===== config.mk =====
export PLATFORM = sky130hd
export DESIGN_NAME = tw_timer
export DESIGN_NICKNAME = d
export VERILOG_FILES = /design/src/pkg/tw_pkg.sv /design/src/design/tw_wave_unit.sv /design/src/design/tw_timer.sv
export VERILOG_INCLUDE_DIRS = /design/src /design/src/pkg
export SDC_FILE = /design/constraint.sdc
export NUM_CORES = 1
export LEC_CHECK = 0
export CORE_UTILIZATION = 67
export DETAILED_ROUTE_END_ITERATION = 8
export DONT_BUFFER_PORTS = 1
export GPL_TIMING_DRIVEN = 0
export PLACE_DENSITY = 0.83
export RECOVER_POWER = 50
export SLEW_MARGIN = 15
export SYNTH_ARGS = -nofsm -noshare
export SYNTH_HDL_FRONTEND = slang
export SYNTH_SLANG_ARGS = --single-unit

===== constraint.sdc =====
create_clock -name hclk -period 9.1 [get_ports hclk]
set_input_delay 1.365 -clock hclk [delete_from_list [all_inputs] [get_ports hclk]]
set_output_delay 1.365 -clock hclk [all_outputs]
set_load 0.01 [all_outputs]

===== src/pkg/tw_cfg.svh =====
// Register map, field positions, reset values and count limits of the timer.
`ifndef TW_CFG_SVH
`define TW_CFG_SVH
`define TW_OFS_CTRL_A 8'h00
`define TW_OFS_CTRL_B 8'h04
`define TW_OFS_COUNT 8'h08
`define TW_OFS_CMP_A 8'h0C
`define TW_OFS_CMP_B 8'h10
`define TW_OFS_CAPT 8'h14
`define TW_OFS_STAT 8'h18
`define TW_OFS_PORT 8'h1C
`define TW_COM_A_HI 7
`define TW_COM_A_LO 6
`define TW_COM_B_HI 5
`define TW_COM_B_LO 4
`define TW_FORCE_A 3
`define TW_FORCE_B 2
`define TW_WM_LOW_HI 1
`define TW_WM_LOW_LO 0
`define TW_WM_HIGH_HI 4
`define TW_WM_HIGH_LO 3
`define TW_ST_OVF 0
`define TW_ST_MATCH_A 1
`define TW_ST_MATCH_B 2
`define TW_ST_CAPT 3
`define TW_PT_DIR_A 0
`define TW_PT_DIR_B 1
`define TW_PT_DAT_A 2
`define TW_PT_DAT_B 3
`define TW_CTRL_RST 8'h00
`define TW_WORD_RST 16'h0000
`define TW_BOTTOM 16'h0000
`define TW_MAX 16'hFFFF
`define TW_TOP_8 16'h00FF
`define TW_TOP_9 16'h01FF
`define TW_TOP_10 16'h03FF
`define TW_ONE 16'h0001
`define TW_M_NORMAL 4'h0
`define TW_M_PC8 4'h1
`define TW_M_PC9 4'h2
`define TW_M_PC10 4'h3
`define TW_M_CTC_A 4'h4
`define TW_M_FP8 4'h5
`define TW_M_FP9 4'h6
`define TW_M_FP10 4'h7
`define TW_M_PFC_I 4'h8
`define TW_M_PFC_A 4'h9
`define TW_M_PC_I 4'hA
`define TW_M_PC_A 4'hB
`define TW_M_CTC_I 4'hC
`define TW_M_RSVD 4'hD
`define TW_M_FP_I 4'hE
`define TW_M_FP_A 4'hF
`endif


===== src/pkg/tw_pkg.sv =====
// Types shared by the timer top and its waveform output units.
package tw_pkg;
  typedef enum logic [1:0] {
    TW_CLS_NONPWM,
    TW_CLS_FAST,
    TW_CLS_DUAL
  } tw_class_t;

  typedef enum logic {
    TW_DIR_UP,
    TW_DIR_DOWN
  } tw_dir_t;

  typedef struct packed {
    logic [3:0] mode;
    tw_class_t cls;
    logic up;
    logic bottom;
  } tw_count_t;

  typedef struct packed {
    logic [1:0] com;
    logic match;
    logic cmp_is_top;
    logic force_hit;
  } tw_chan_t;
endpackage : tw_pkg


===== src/design/tw_wave_unit.sv =====
// Waveform output flip-flop of one compare channel.
`timescale 1ns/100ps
`include "tw_cfg.svh"
module tw_wave_unit #(
  parameter bit IS_A = 1'b1
) (
  input wire logic hclk,
  input wire logic hresetn,
  input tw_pkg::tw_count_t cnt,
  input tw_pkg::tw_chan_t ch,
  output logic wave_q,
  output logic connected
);
  import tw_pkg::*;

  logic wave_d;
  wire fast = (cnt.cls == TW_CLS_FAST);
  wire dual = (cnt.cls == TW_CLS_DUAL);
  wire nonpwm = (cnt.cls == TW_CLS_NONPWM);
  wire tog_fast = IS_A && fast && (cnt.mode == `TW_M_FP_A);
  wire tog_dual = IS_A && dual && ((cnt.mode == `TW_M_PFC_A) ||
                  (cnt.mode == `TW_M_FP_I));
  wire tog_ok = nonpwm || tog_fast || tog_dual;
  assign connected = ch.com[1] || (ch.com[0] && tog_ok);
  // A clear or set match that lands on TOP is dropped while the BOTTOM action stays.
  wire fast_hit = ch.match && !(ch.cmp_is_top && ch.com[1]);
  wire hit = nonpwm ? (ch.match || ch.force_hit) :
             fast ? fast_hit : ch.match;
  // A dual-slope match at TOP acts as the down-counting one and one at
  // BOTTOM as the up-counting one, so the extreme values hold a level.
  wire up_hit = (cnt.up || cnt.bottom) && !ch.cmp_is_top;

  always_comb begin
    wave_d = wave_q;
    if (ch.com == 2'h1) begin
      if (hit && tog_ok) begin
        wave_d = !wave_q;
      end
    end else if (ch.com[1]) begin
      if (nonpwm && hit) begin
        wave_d = ch.com[0];
      end else if (fast) begin
        if (hit) begin
          wave_d = ch.com[0];
        end else if (cnt.bottom) begin
          wave_d = !ch.com[0];
        end
      end else if (dual && hit) begin
        wave_d = up_hit ? ch.com[0] : !ch.com[0];
      end
    end
  end

  always_ff @(posedge hclk or negedge hresetn) begin
    if (!hresetn) begin
      wave_q <= 1'b0;
    end else begin
      wave_q <= wave_d;
    end
  end
endmodule : tw_wave_unit


===== src/design/tw_timer.sv =====
// Sixteen-bit timer with wave mode control and AHB-Lite register access.
`timescale 1ns/100ps
`include "tw_cfg.svh"
module tw_timer (
  input wire logic hclk,
  input wire logic hresetn,
  input wire logic hsel,
  input wire logic [31:0] haddr,
  input wire logic [1:0] htrans,
  input wire logic hwrite,
  input wire logic [2:0] hsize,
  input wire logic [31:0] hwdata,
  input wire logic hready,
  output logic [31:0] hrdata,
  output logic hreadyout,
  output logic hresp,
  input wire logic capture_pin,
  input wire logic [1:0] wave_pin_in,
  output logic [1:0] wave_pin_out,
  output logic [1:0] wave_pin_oe_n,
  output logic [1:0] wave_out,
  output logic overflow_flag
);
  import tw_pkg::*;

  logic [7:0] ctrl_a_q;
  logic [7:0] ctrl_b_q;
  logic [15:0] count_q;
  logic [15:0] count_d;
  logic [15:0] cmp_buf_q [2];
  logic [15:0] cmp_act_q [2];
  logic [15:0] capt_q;
  logic [3:0] stat_q;
  logic [3:0] port_q;
  logic cap_prev_q;
  tw_dir_t dir_q;
  tw_dir_t dir_d;
  logic dph_q;
  logic dwr_q;
  logic [7:0] daddr_q;
  logic rd_done_q;
  logic [31:0] hrdata_q;

  // Bus decode. Reads take one wait state so that a read right after a
  // write to the same register returns the new value.
  wire aph = hsel && htrans[1] && hready;
  wire wr_cyc = dph_q && dwr_q;
  wire rd_wait = dph_q && !dwr_q && !rd_done_q;
  wire [7:0] wa = daddr_q;
  wire wr_ctrl_a = wr_cyc && (wa == `TW_OFS_CTRL_A);
  wire wr_ctrl_b = wr_cyc && (wa == `TW_OFS_CTRL_B);
  wire wr_count = wr_cyc && (wa == `TW_OFS_COUNT);
  wire wr_cmp_a = wr_cyc && (wa == `TW_OFS_CMP_A);
  wire wr_cmp_b = wr_cyc && (wa == `TW_OFS_CMP_B);
  wire wr_capt = wr_cyc && (wa == `TW_OFS_CAPT);
  wire wr_stat = wr_cyc && (wa == `TW_OFS_STAT);
  wire wr_port = wr_cyc && (wa == `TW_OFS_PORT);
  assign hreadyout = !rd_wait;
  assign hresp = 1'b0;
  assign hrdata = hrdata_q;

  // Mode decode.
  wire [3:0] mode = {ctrl_b_q[`TW_WM_HIGH_HI:`TW_WM_HIGH_LO],
                     ctrl_a_q[`TW_WM_LOW_HI:`TW_WM_LOW_LO]};
  wire is_fast = (mode == `TW_M_FP8) || (mode == `TW_M_FP9) ||
                 (mode == `TW_M_FP10) || (mode == `TW_M_FP_I) ||
                 (mode == `TW_M_FP_A);
  wire is_pfc = (mode == `TW_M_PFC_I) || (mode == `TW_M_PFC_A);
  wire is_pc = (mode == `TW_M_PC8) || (mode == `TW_M_PC9) ||
               (mode == `TW_M_PC10) || (mode == `TW_M_PC_I) ||
               (mode == `TW_M_PC_A);
  wire is_dual = is_pc || is_pfc;
  wire is_nonpwm = !is_fast && !is_dual;
  wire top_capt = (mode == `TW_M_PFC_I) || (mode == `TW_M_PC_I) ||
                  (mode == `TW_M_CTC_I) || (mode == `TW_M_FP_I);
  wire top_cmp_a = (mode == `TW_M_CTC_A) || (mode == `TW_M_PFC_A) ||
                   (mode == `TW_M_PC_A) || (mode == `TW_M_FP_A);
  wire top_8 = (mode == `TW_M_PC8) || (mode == `TW_M_FP8);
  wire top_9 = (mode == `TW_M_PC9) || (mode == `TW_M_FP9);
  wire top_10 = (mode == `TW_M_PC10) || (mode == `TW_M_FP10);
  // The reserved mode falls back to a free-running 16-bit count.
  wire [15:0] top = top_capt ? capt_q :
                    top_cmp_a ? cmp_act_q[0] :
                    top_8 ? `TW_TOP_8 :
                    top_9 ? `TW_TOP_9 :
                    top_10 ? `TW_TOP_10 : `TW_MAX;
  tw_class_t cls;
  assign cls = is_fast ? TW_CLS_FAST :
               is_dual ? TW_CLS_DUAL : TW_CLS_NONPWM;

  // Counting sequence.
  wire at_top = (count_q == top);
  wire at_bottom = (count_q == `TW_BOTTOM);
  wire at_max = (count_q == `TW_MAX);
  wire going_up = (dir_q == TW_DIR_UP);
  wire turn_down = is_dual && going_up && at_top;
  wire turn_up = is_dual && !going_up && at_bottom;

  always_comb begin
    dir_d = dir_q;
    count_d = count_q + `TW_ONE;
    if (wr_count) begin
      count_d = hwdata[15:0];
    end else if (is_dual) begin
      if (turn_down) begin
        dir_d = TW_DIR_DOWN;
        count_d = count_q - `TW_ONE;
      end else if (turn_up) begin
        dir_d = TW_DIR_UP;
        count_d = count_q + `TW_ONE;
      end else if (!going_up) begin
        count_d = count_q - `TW_ONE;
      end
    end else begin
      dir_d = TW_DIR_UP;
      if (at_top) begin
        count_d = `TW_BOTTOM;
      end
    end
  end

  // Double-buffer update points and overflow flag points.
  wire upd_now = is_nonpwm ||
                 (is_pc && at_top && going_up) ||
                 (is_fast && at_top) ||
                 (is_pfc && turn_up);
  wire ovf_set = (is_nonpwm && at_max) ||
                 (is_dual && turn_up) ||
                 (is_fast && at_top);
  wire cap_en = !top_capt;
  wire cap_edge = cap_en && capture_pin && !cap_prev_q;

  // Force strobes: write-only pulses, honoured only outside PWM.
  wire [1:0] force_hit = {2{wr_ctrl_a && is_nonpwm}} &
                         {hwdata[`TW_FORCE_B], hwdata[`TW_FORCE_A]};
  wire [1:0] match;
  wire [1:0] connected;
  tw_count_t cnt;
  assign cnt = '{mode: mode, cls: cls, up: going_up,
                 bottom: at_bottom};
  wire [1:0] com [2];
  assign com[0] = ctrl_a_q[`TW_COM_A_HI:`TW_COM_A_LO];
  assign com[1] = ctrl_a_q[`TW_COM_B_HI:`TW_COM_B_LO];

  genvar gi;
  generate
    for (gi = 0; gi < 2; gi++) begin : g_chan
      tw_chan_t ch;
      assign match[gi] = (count_q == cmp_act_q[gi]);
      assign ch = '{com: com[gi], match: match[gi],
                    cmp_is_top: (cmp_act_q[gi] == top),
                    force_hit: force_hit[gi]};
      tw_wave_unit #(
        .IS_A(gi == 0)
      ) u_wave (
        .hclk(hclk),
        .hresetn(hresetn),
        .cnt(cnt),
        .ch(ch),
        .wave_q(wave_out[gi]),
        .connected(connected[gi])
      );
      assign wave_pin_out[gi] = connected[gi] ? wave_out[gi] :
                                port_q[`TW_PT_DAT_A + gi];
      assign wave_pin_oe_n[gi] = !port_q[`TW_PT_DIR_A + gi];
      always_ff @(posedge hclk or negedge hresetn) begin
        if (!hresetn) begin
          cmp_buf_q[gi] <= `TW_WORD_RST;
        end else if (wr_cyc && (wa == `TW_OFS_CMP_A + 8'(gi * 4))) begin
          cmp_buf_q[gi] <= hwdata[15:0];
        end
      end
      always_ff @(posedge hclk or negedge hresetn) begin
        if (!hresetn) begin
          cmp_act_q[gi] <= `TW_WORD_RST;
        end else if (upd_now) begin
          cmp_act_q[gi] <= cmp_buf_q[gi];
        end
      end
    end
  endgenerate

  // Status flags: hardware set wins over a write-one-to-clear. Forced
  // compares do not reach these flags.
  wire [3:0] stat_set = {cap_edge, match[1], match[0], ovf_set};
  wire [3:0] stat_clr = wr_stat ? hwdata[3:0] : 4'h0;
  assign overflow_flag = stat_q[`TW_ST_OVF];

  // Read mux; force bits always read back as zero.
  wire [7:0] ctrl_a_rd = ctrl_a_q &
                         ~(8'h1 << `TW_FORCE_A) &
                         ~(8'h1 << `TW_FORCE_B);
  wire [7:0] ra = haddr[7:0];
  wire [31:0] rd_mux =
    (daddr_q == `TW_OFS_CTRL_A) ? {24'h0, ctrl_a_rd} :
    (daddr_q == `TW_OFS_CTRL_B) ? {24'h0, ctrl_b_q} :
    (daddr_q == `TW_OFS_COUNT) ? {16'h0, count_q} :
    (daddr_q == `TW_OFS_CMP_A) ? {16'h0, cmp_buf_q[0]} :
    (daddr_q == `TW_OFS_CMP_B) ? {16'h0, cmp_buf_q[1]} :
    (daddr_q == `TW_OFS_CAPT) ? {16'h0, capt_q} :
    (daddr_q == `TW_OFS_STAT) ? {28'h0, stat_q} :
    (daddr_q == `TW_OFS_PORT) ? {28'h0, port_q} : 32'h0;

  always_ff @(posedge hclk or negedge hresetn) begin
    if (!hresetn) begin
      dph_q <= 1'b0;
      dwr_q <= 1'b0;
      daddr_q <= 8'h00;
      rd_done_q <= 1'b0;
    end else if (!rd_wait) begin
      dph_q <= aph;
      dwr_q <= hwrite;
      daddr_q <= ra;
      rd_done_q <= 1'b0;
    end else begin
      rd_done_q <= 1'b1;
    end
  end

  always_ff @(posedge hclk or negedge hresetn) begin
    if (!hresetn) begin
      hrdata_q <= 32'h0;
    end else if (rd_wait) begin
      hrdata_q <= rd_mux;
    end
  end

  // Force bits are not kept, so later reads and modes never see them.
  always_ff @(posedge hclk or negedge hresetn) begin
    if (!hresetn) begin
      ctrl_a_q <= `TW_CTRL_RST;
    end else if (wr_ctrl_a) begin
      ctrl_a_q <= hwdata[7:0] & ctrl_a_rd_mask();
    end
  end

  function automatic logic [7:0] ctrl_a_rd_mask();
    ctrl_a_rd_mask = ~(8'h1 << `TW_FORCE_A) & ~(8'h1 << `TW_FORCE_B);
  endfunction : ctrl_a_rd_mask

  always_ff @(posedge hclk or negedge hresetn) begin
    if (!hresetn) begin
      ctrl_b_q <= `TW_CTRL_RST;
    end else if (wr_ctrl_b) begin
      ctrl_b_q <= hwdata[7:0];
    end
  end

  // A counter write overrides counting in that cycle.
  always_ff @(posedge hclk or negedge hresetn) begin
    if (!hresetn) begin
      count_q <= `TW_WORD_RST;
      dir_q <= TW_DIR_UP;
    end else begin
      count_q <= count_d;
      dir_q <= dir_d;
    end
  end

  always_ff @(posedge hclk or negedge hresetn) begin
    if (!hresetn) begin
      capt_q <= `TW_WORD_RST;
    end else if (wr_capt) begin
      capt_q <= hwdata[15:0];
    end else if (cap_edge) begin
      capt_q <= count_q;
    end
  end

  always_ff @(posedge hclk or negedge hresetn) begin
    if (!hresetn) begin
      cap_prev_q <= 1'b0;
    end else begin
      cap_prev_q <= capture_pin;
    end
  end

  always_ff @(posedge hclk or negedge hresetn) begin
    if (!hresetn) begin
      stat_q <= 4'h0;
    end else begin
      stat_q <= (stat_q & ~stat_clr) | stat_set;
    end
  end

  // Port data bits drive the pins whenever the compare field lets go.
  always_ff @(posedge hclk or negedge hresetn) begin
    if (!hresetn) begin
      port_q <= 4'h0;
    end else if (wr_port) begin
      port_q <= hwdata[3:0];
    end
  end

  wire unused_ok = &{1'b0, hsize, wave_pin_in, is_pfc & 1'b0};
endmodule : tw_timer


==> reports/qor.yml <==
cells_and_area:
  final_cells: 1175
  area_growth_pct: 9.85
  multiInputGateArea_sq_mm: 0.00475
  fillCellCount: 886
  final_cell_mix: "dfrtp_1 (149), nand2_1 (123), o21ai_0 (58)"
  area.sequential_sq_mm: 0.00373
  layout-drive-gt1-share: 0.133
  fin_nets: 1071
  finalInstanceArea_sq_mm: 0.00984
  antenna_cells: 0
  finish.utilization: 0.767
  final_common_cell: "dfrtp_1"
sta:
  setup_viol: 0
  rsz0062_at_grt: "false"
  finalCritPeriodShare: 0.534
  finClkSkew_ns: 0.00595
  finalWorstSetupSlack_ns: 4.24
  maxSlewViolCount: 0
  worstMarginPinSlew_ns: 1.25
  setup_tns_ns: 0
  max_freq_mhz: 206
  slew_headroom: 0.163
  hold_viol_final: 0
  hold_ws_ns: 0.457
  fin_crit_ns: 4.86
die:
  die_area_sq_mm: 0.0138
  core_sq_mm: 0.0128
  die_w_microns: 118
  start_util: 0.699
  rows: 41
  die_h_microns: 118
  ioPinCount: 118
clock_tree:
  cts_tree: "done"
  clockBufferDepth: 2
  cts_root_buffer: "clkbuf_16"
  cts_buffers: 17
  hold_buffers: 0
  clkTransAtPathRegs_ns: 0.06
  post-cts-setup-buffers: 0
  cts_resized: 0
  cts_sinks: 149
  clk_latency_ns: 0.44
  cts_max_level: 4
setup_path:
  cp.required_ns: 9.39
  r2r_start: "count_q[1]"
  cp-end-kind: "flip-flop"
  worst-path-buf-inv: 3
  cpLargestDelayFamily: "simple AND/OR/NAND/NOR gates"
  cp-start-kind: "flip-flop"
  worst_ep_arrival_time_ns: 5.15
  slowest_delay_ns: 0.69
  critical_path_class: "flip-flop to flip-flop"
  crit_chain: "clkbuf_1 -> inv_1 -> ha_1 -> or3b_1 -> nor3_2 -> nor3b_2 -> nor3b_2 -> nand2b_1 -> nor4_2 -> nand2_1 -> a41oi_2 -> clkbuf_1 -> o21ai_0"
  slowest_stage: "nor4_2"
  worstPathMaxFanout: 10
  rrSetupSlack_ns: 4.24
  r2r_cells: 13
  reg2reg_to: "cmp_act_q[19]"
global_routing:
  grt_usage: 0.439
  grt_pass1_vias: 8025
  overflow: 0
  grt_max_degree: 150
  antenna_found_initial: 1
  grt_pass1_wl_microns: 45700
pwr:
  leakagePower_nw: 4.31
  fin_total_pwr_mw: 1.98
  power_density_mw_per_mm2: 201
  vdd.ir_drop.worst_uv: 158
logic_synthesis:
  synth_warnings: 0
  synth_edf_count: 0
  syn-cell-area_sq_mm: 0.00896
  synth.distinct_cells: 67
  synth_area_per_cell_sq_um: 9.36
  async_flop_share: 1.00
  synth_flop_cell: "dfrtp_1"
  synthCells: 957
  synth_seq_area_share: 0.416
  ys_seq_elements: 149
placed_design:
  port_buffers: 0
  gp_congestion: 1.03
  place_area_sq_mm: 0.00925
  pre_cts_slack_ns: 4.54
  dp.cells: 1145
  detailed_place_hpwl_microns: 21400
route:
  viasPerCell: 7.00
  routed-via-count: 8221
  drc: 1
  wl_microns: 29700
  drtAntennaViolNets: 0
  first_pass_iters: 9
  wire_per_inst_microns: 25.3
  drt_first_iter_violations: 1258
min_path:
  hold_end: "daddr_q[1]"
  hp-start: "daddr_q[1]"
  holdCritPathClass: "flip-flop to flip-flop"
  hold_path_depth: 2
outcome:
  status: "finished, violations left"
  violations: "DRC"
job:
  cap_violations: 0
## area by class of cell
| type | count | area share |
|---|---|---|
| multi-input combinational | 707 | 0.483 |
| tap | 172 | 0.0219 |
| buffer | 83 | 0.0430 |
| clock buffer | 20 | 0.0454 |
| sequential | 149 | 0.379 |
| clock inverter | 10 | 0.0151 |
| inverter | 34 | 0.0130 |
## registers in the layout, summed over array words and instances, names as in the netlist, 2 cells and up
register and count:
cmp_act_q 32, cmp_buf_q 32, capt_q 16, count_q 16, hrdata 16, ctrl_b_q 8, daddr_q 8, ctrl_a_q 6
port_q 4, stat_q 4, g_chan.u_wave.wave_q 2
## worst max path at each step
| stage | cells after the start | end | from |
|---|---|---|---|
| after floorplan | 13 | cmp_act_q[10] | count_q[0] |
| after global routing | 13 | cmp_act_q[19] | count_q[1] |
| after global placement | 13 | cmp_act_q[13] | count_q[0] |
| after detailed placement | 13 | cmp_act_q[24] | count_q[1] |
| final | 13 | cmp_act_q[19] | count_q[1] |
| after CTS | 13 | cmp_act_q[24] | count_q[1] |
## worst min-delay path, cell delays in order, from the launching register on
cell,delay [ns]
dfrtp_1,0.34
nand2_1,0.05
nand2_1,0.04
## kinds of logic (layout without fill, tap and decap cells)
group,Yosys count,after routing,synth area share
AOI/OAI and AO/OA,244,244,0.190
and+or+nand+nor,287,287,0.153
DFF,149,149,0.416
muxes,91,91,0.112
other,1,17,0.000419
adders and majority gates,2,2,0.00279
xor gates and xnor gates,66,66,0.0645
buffers and inverters,117,147,0.0614
## power breakdown
group          internal (mW)  switching [mW]  total [mW]  leakage (nW)
Clock                  0.439           0.294       0.732         0.288
Sequential             0.723          0.0772       0.800          1.89
Combinational          0.171           0.273       0.444          2.13
Total                   1.33           0.644        1.98          4.31
## synth_stat cells, types with 6 or more instances
library cell    n  area, sq um
a211o_1         6         52.6
a21o_1          8         60.1
a21oi_1        36          180
a221oi_1       10         87.6
a222oi_1       15          150
a22o_1         18          158
a22oi_1        18          135
and3_1         10         62.6
buf_1           8         30.0
buf_2           8         40.0
buf_4          19          143
clkbuf_1       44          165
dfrtp_1       149         3730
inv_1          34          128
mux2_1         18          203
mux2_2         56          631
mux2i_1        17          170
nand2_1       123          462
nand2b_1       12         75.1
nand3_1         9         45.0
nand4_1        14         87.6
nor2_1         57          214
nor2b_1        10         62.6
nor3_1         14         70.1
nor4_1         11         68.8
o211ai_1        6         45.0
o21ai_0        58          290
o221ai_1       10         87.6
o22ai_1        18          113
xnor2_1        49          429
xor2_1         17          149
## routing by layer
| metal | GRT usage | vias to the layer above | routed length (microns) |
|---|---|---|---|
| met4 | 0.217 | 0 | 1410 |
| met3 | 0.169 | 129 | 4090 |
| met1 | 0.571 | 3973 | 11100 |
| met5 | 0 | - | 0 |
| met2 | 0.640 | 614 | 13100 |
| li1 | - | 3505 | - |
Note: power is estimated with default switching activity, not from simulation.
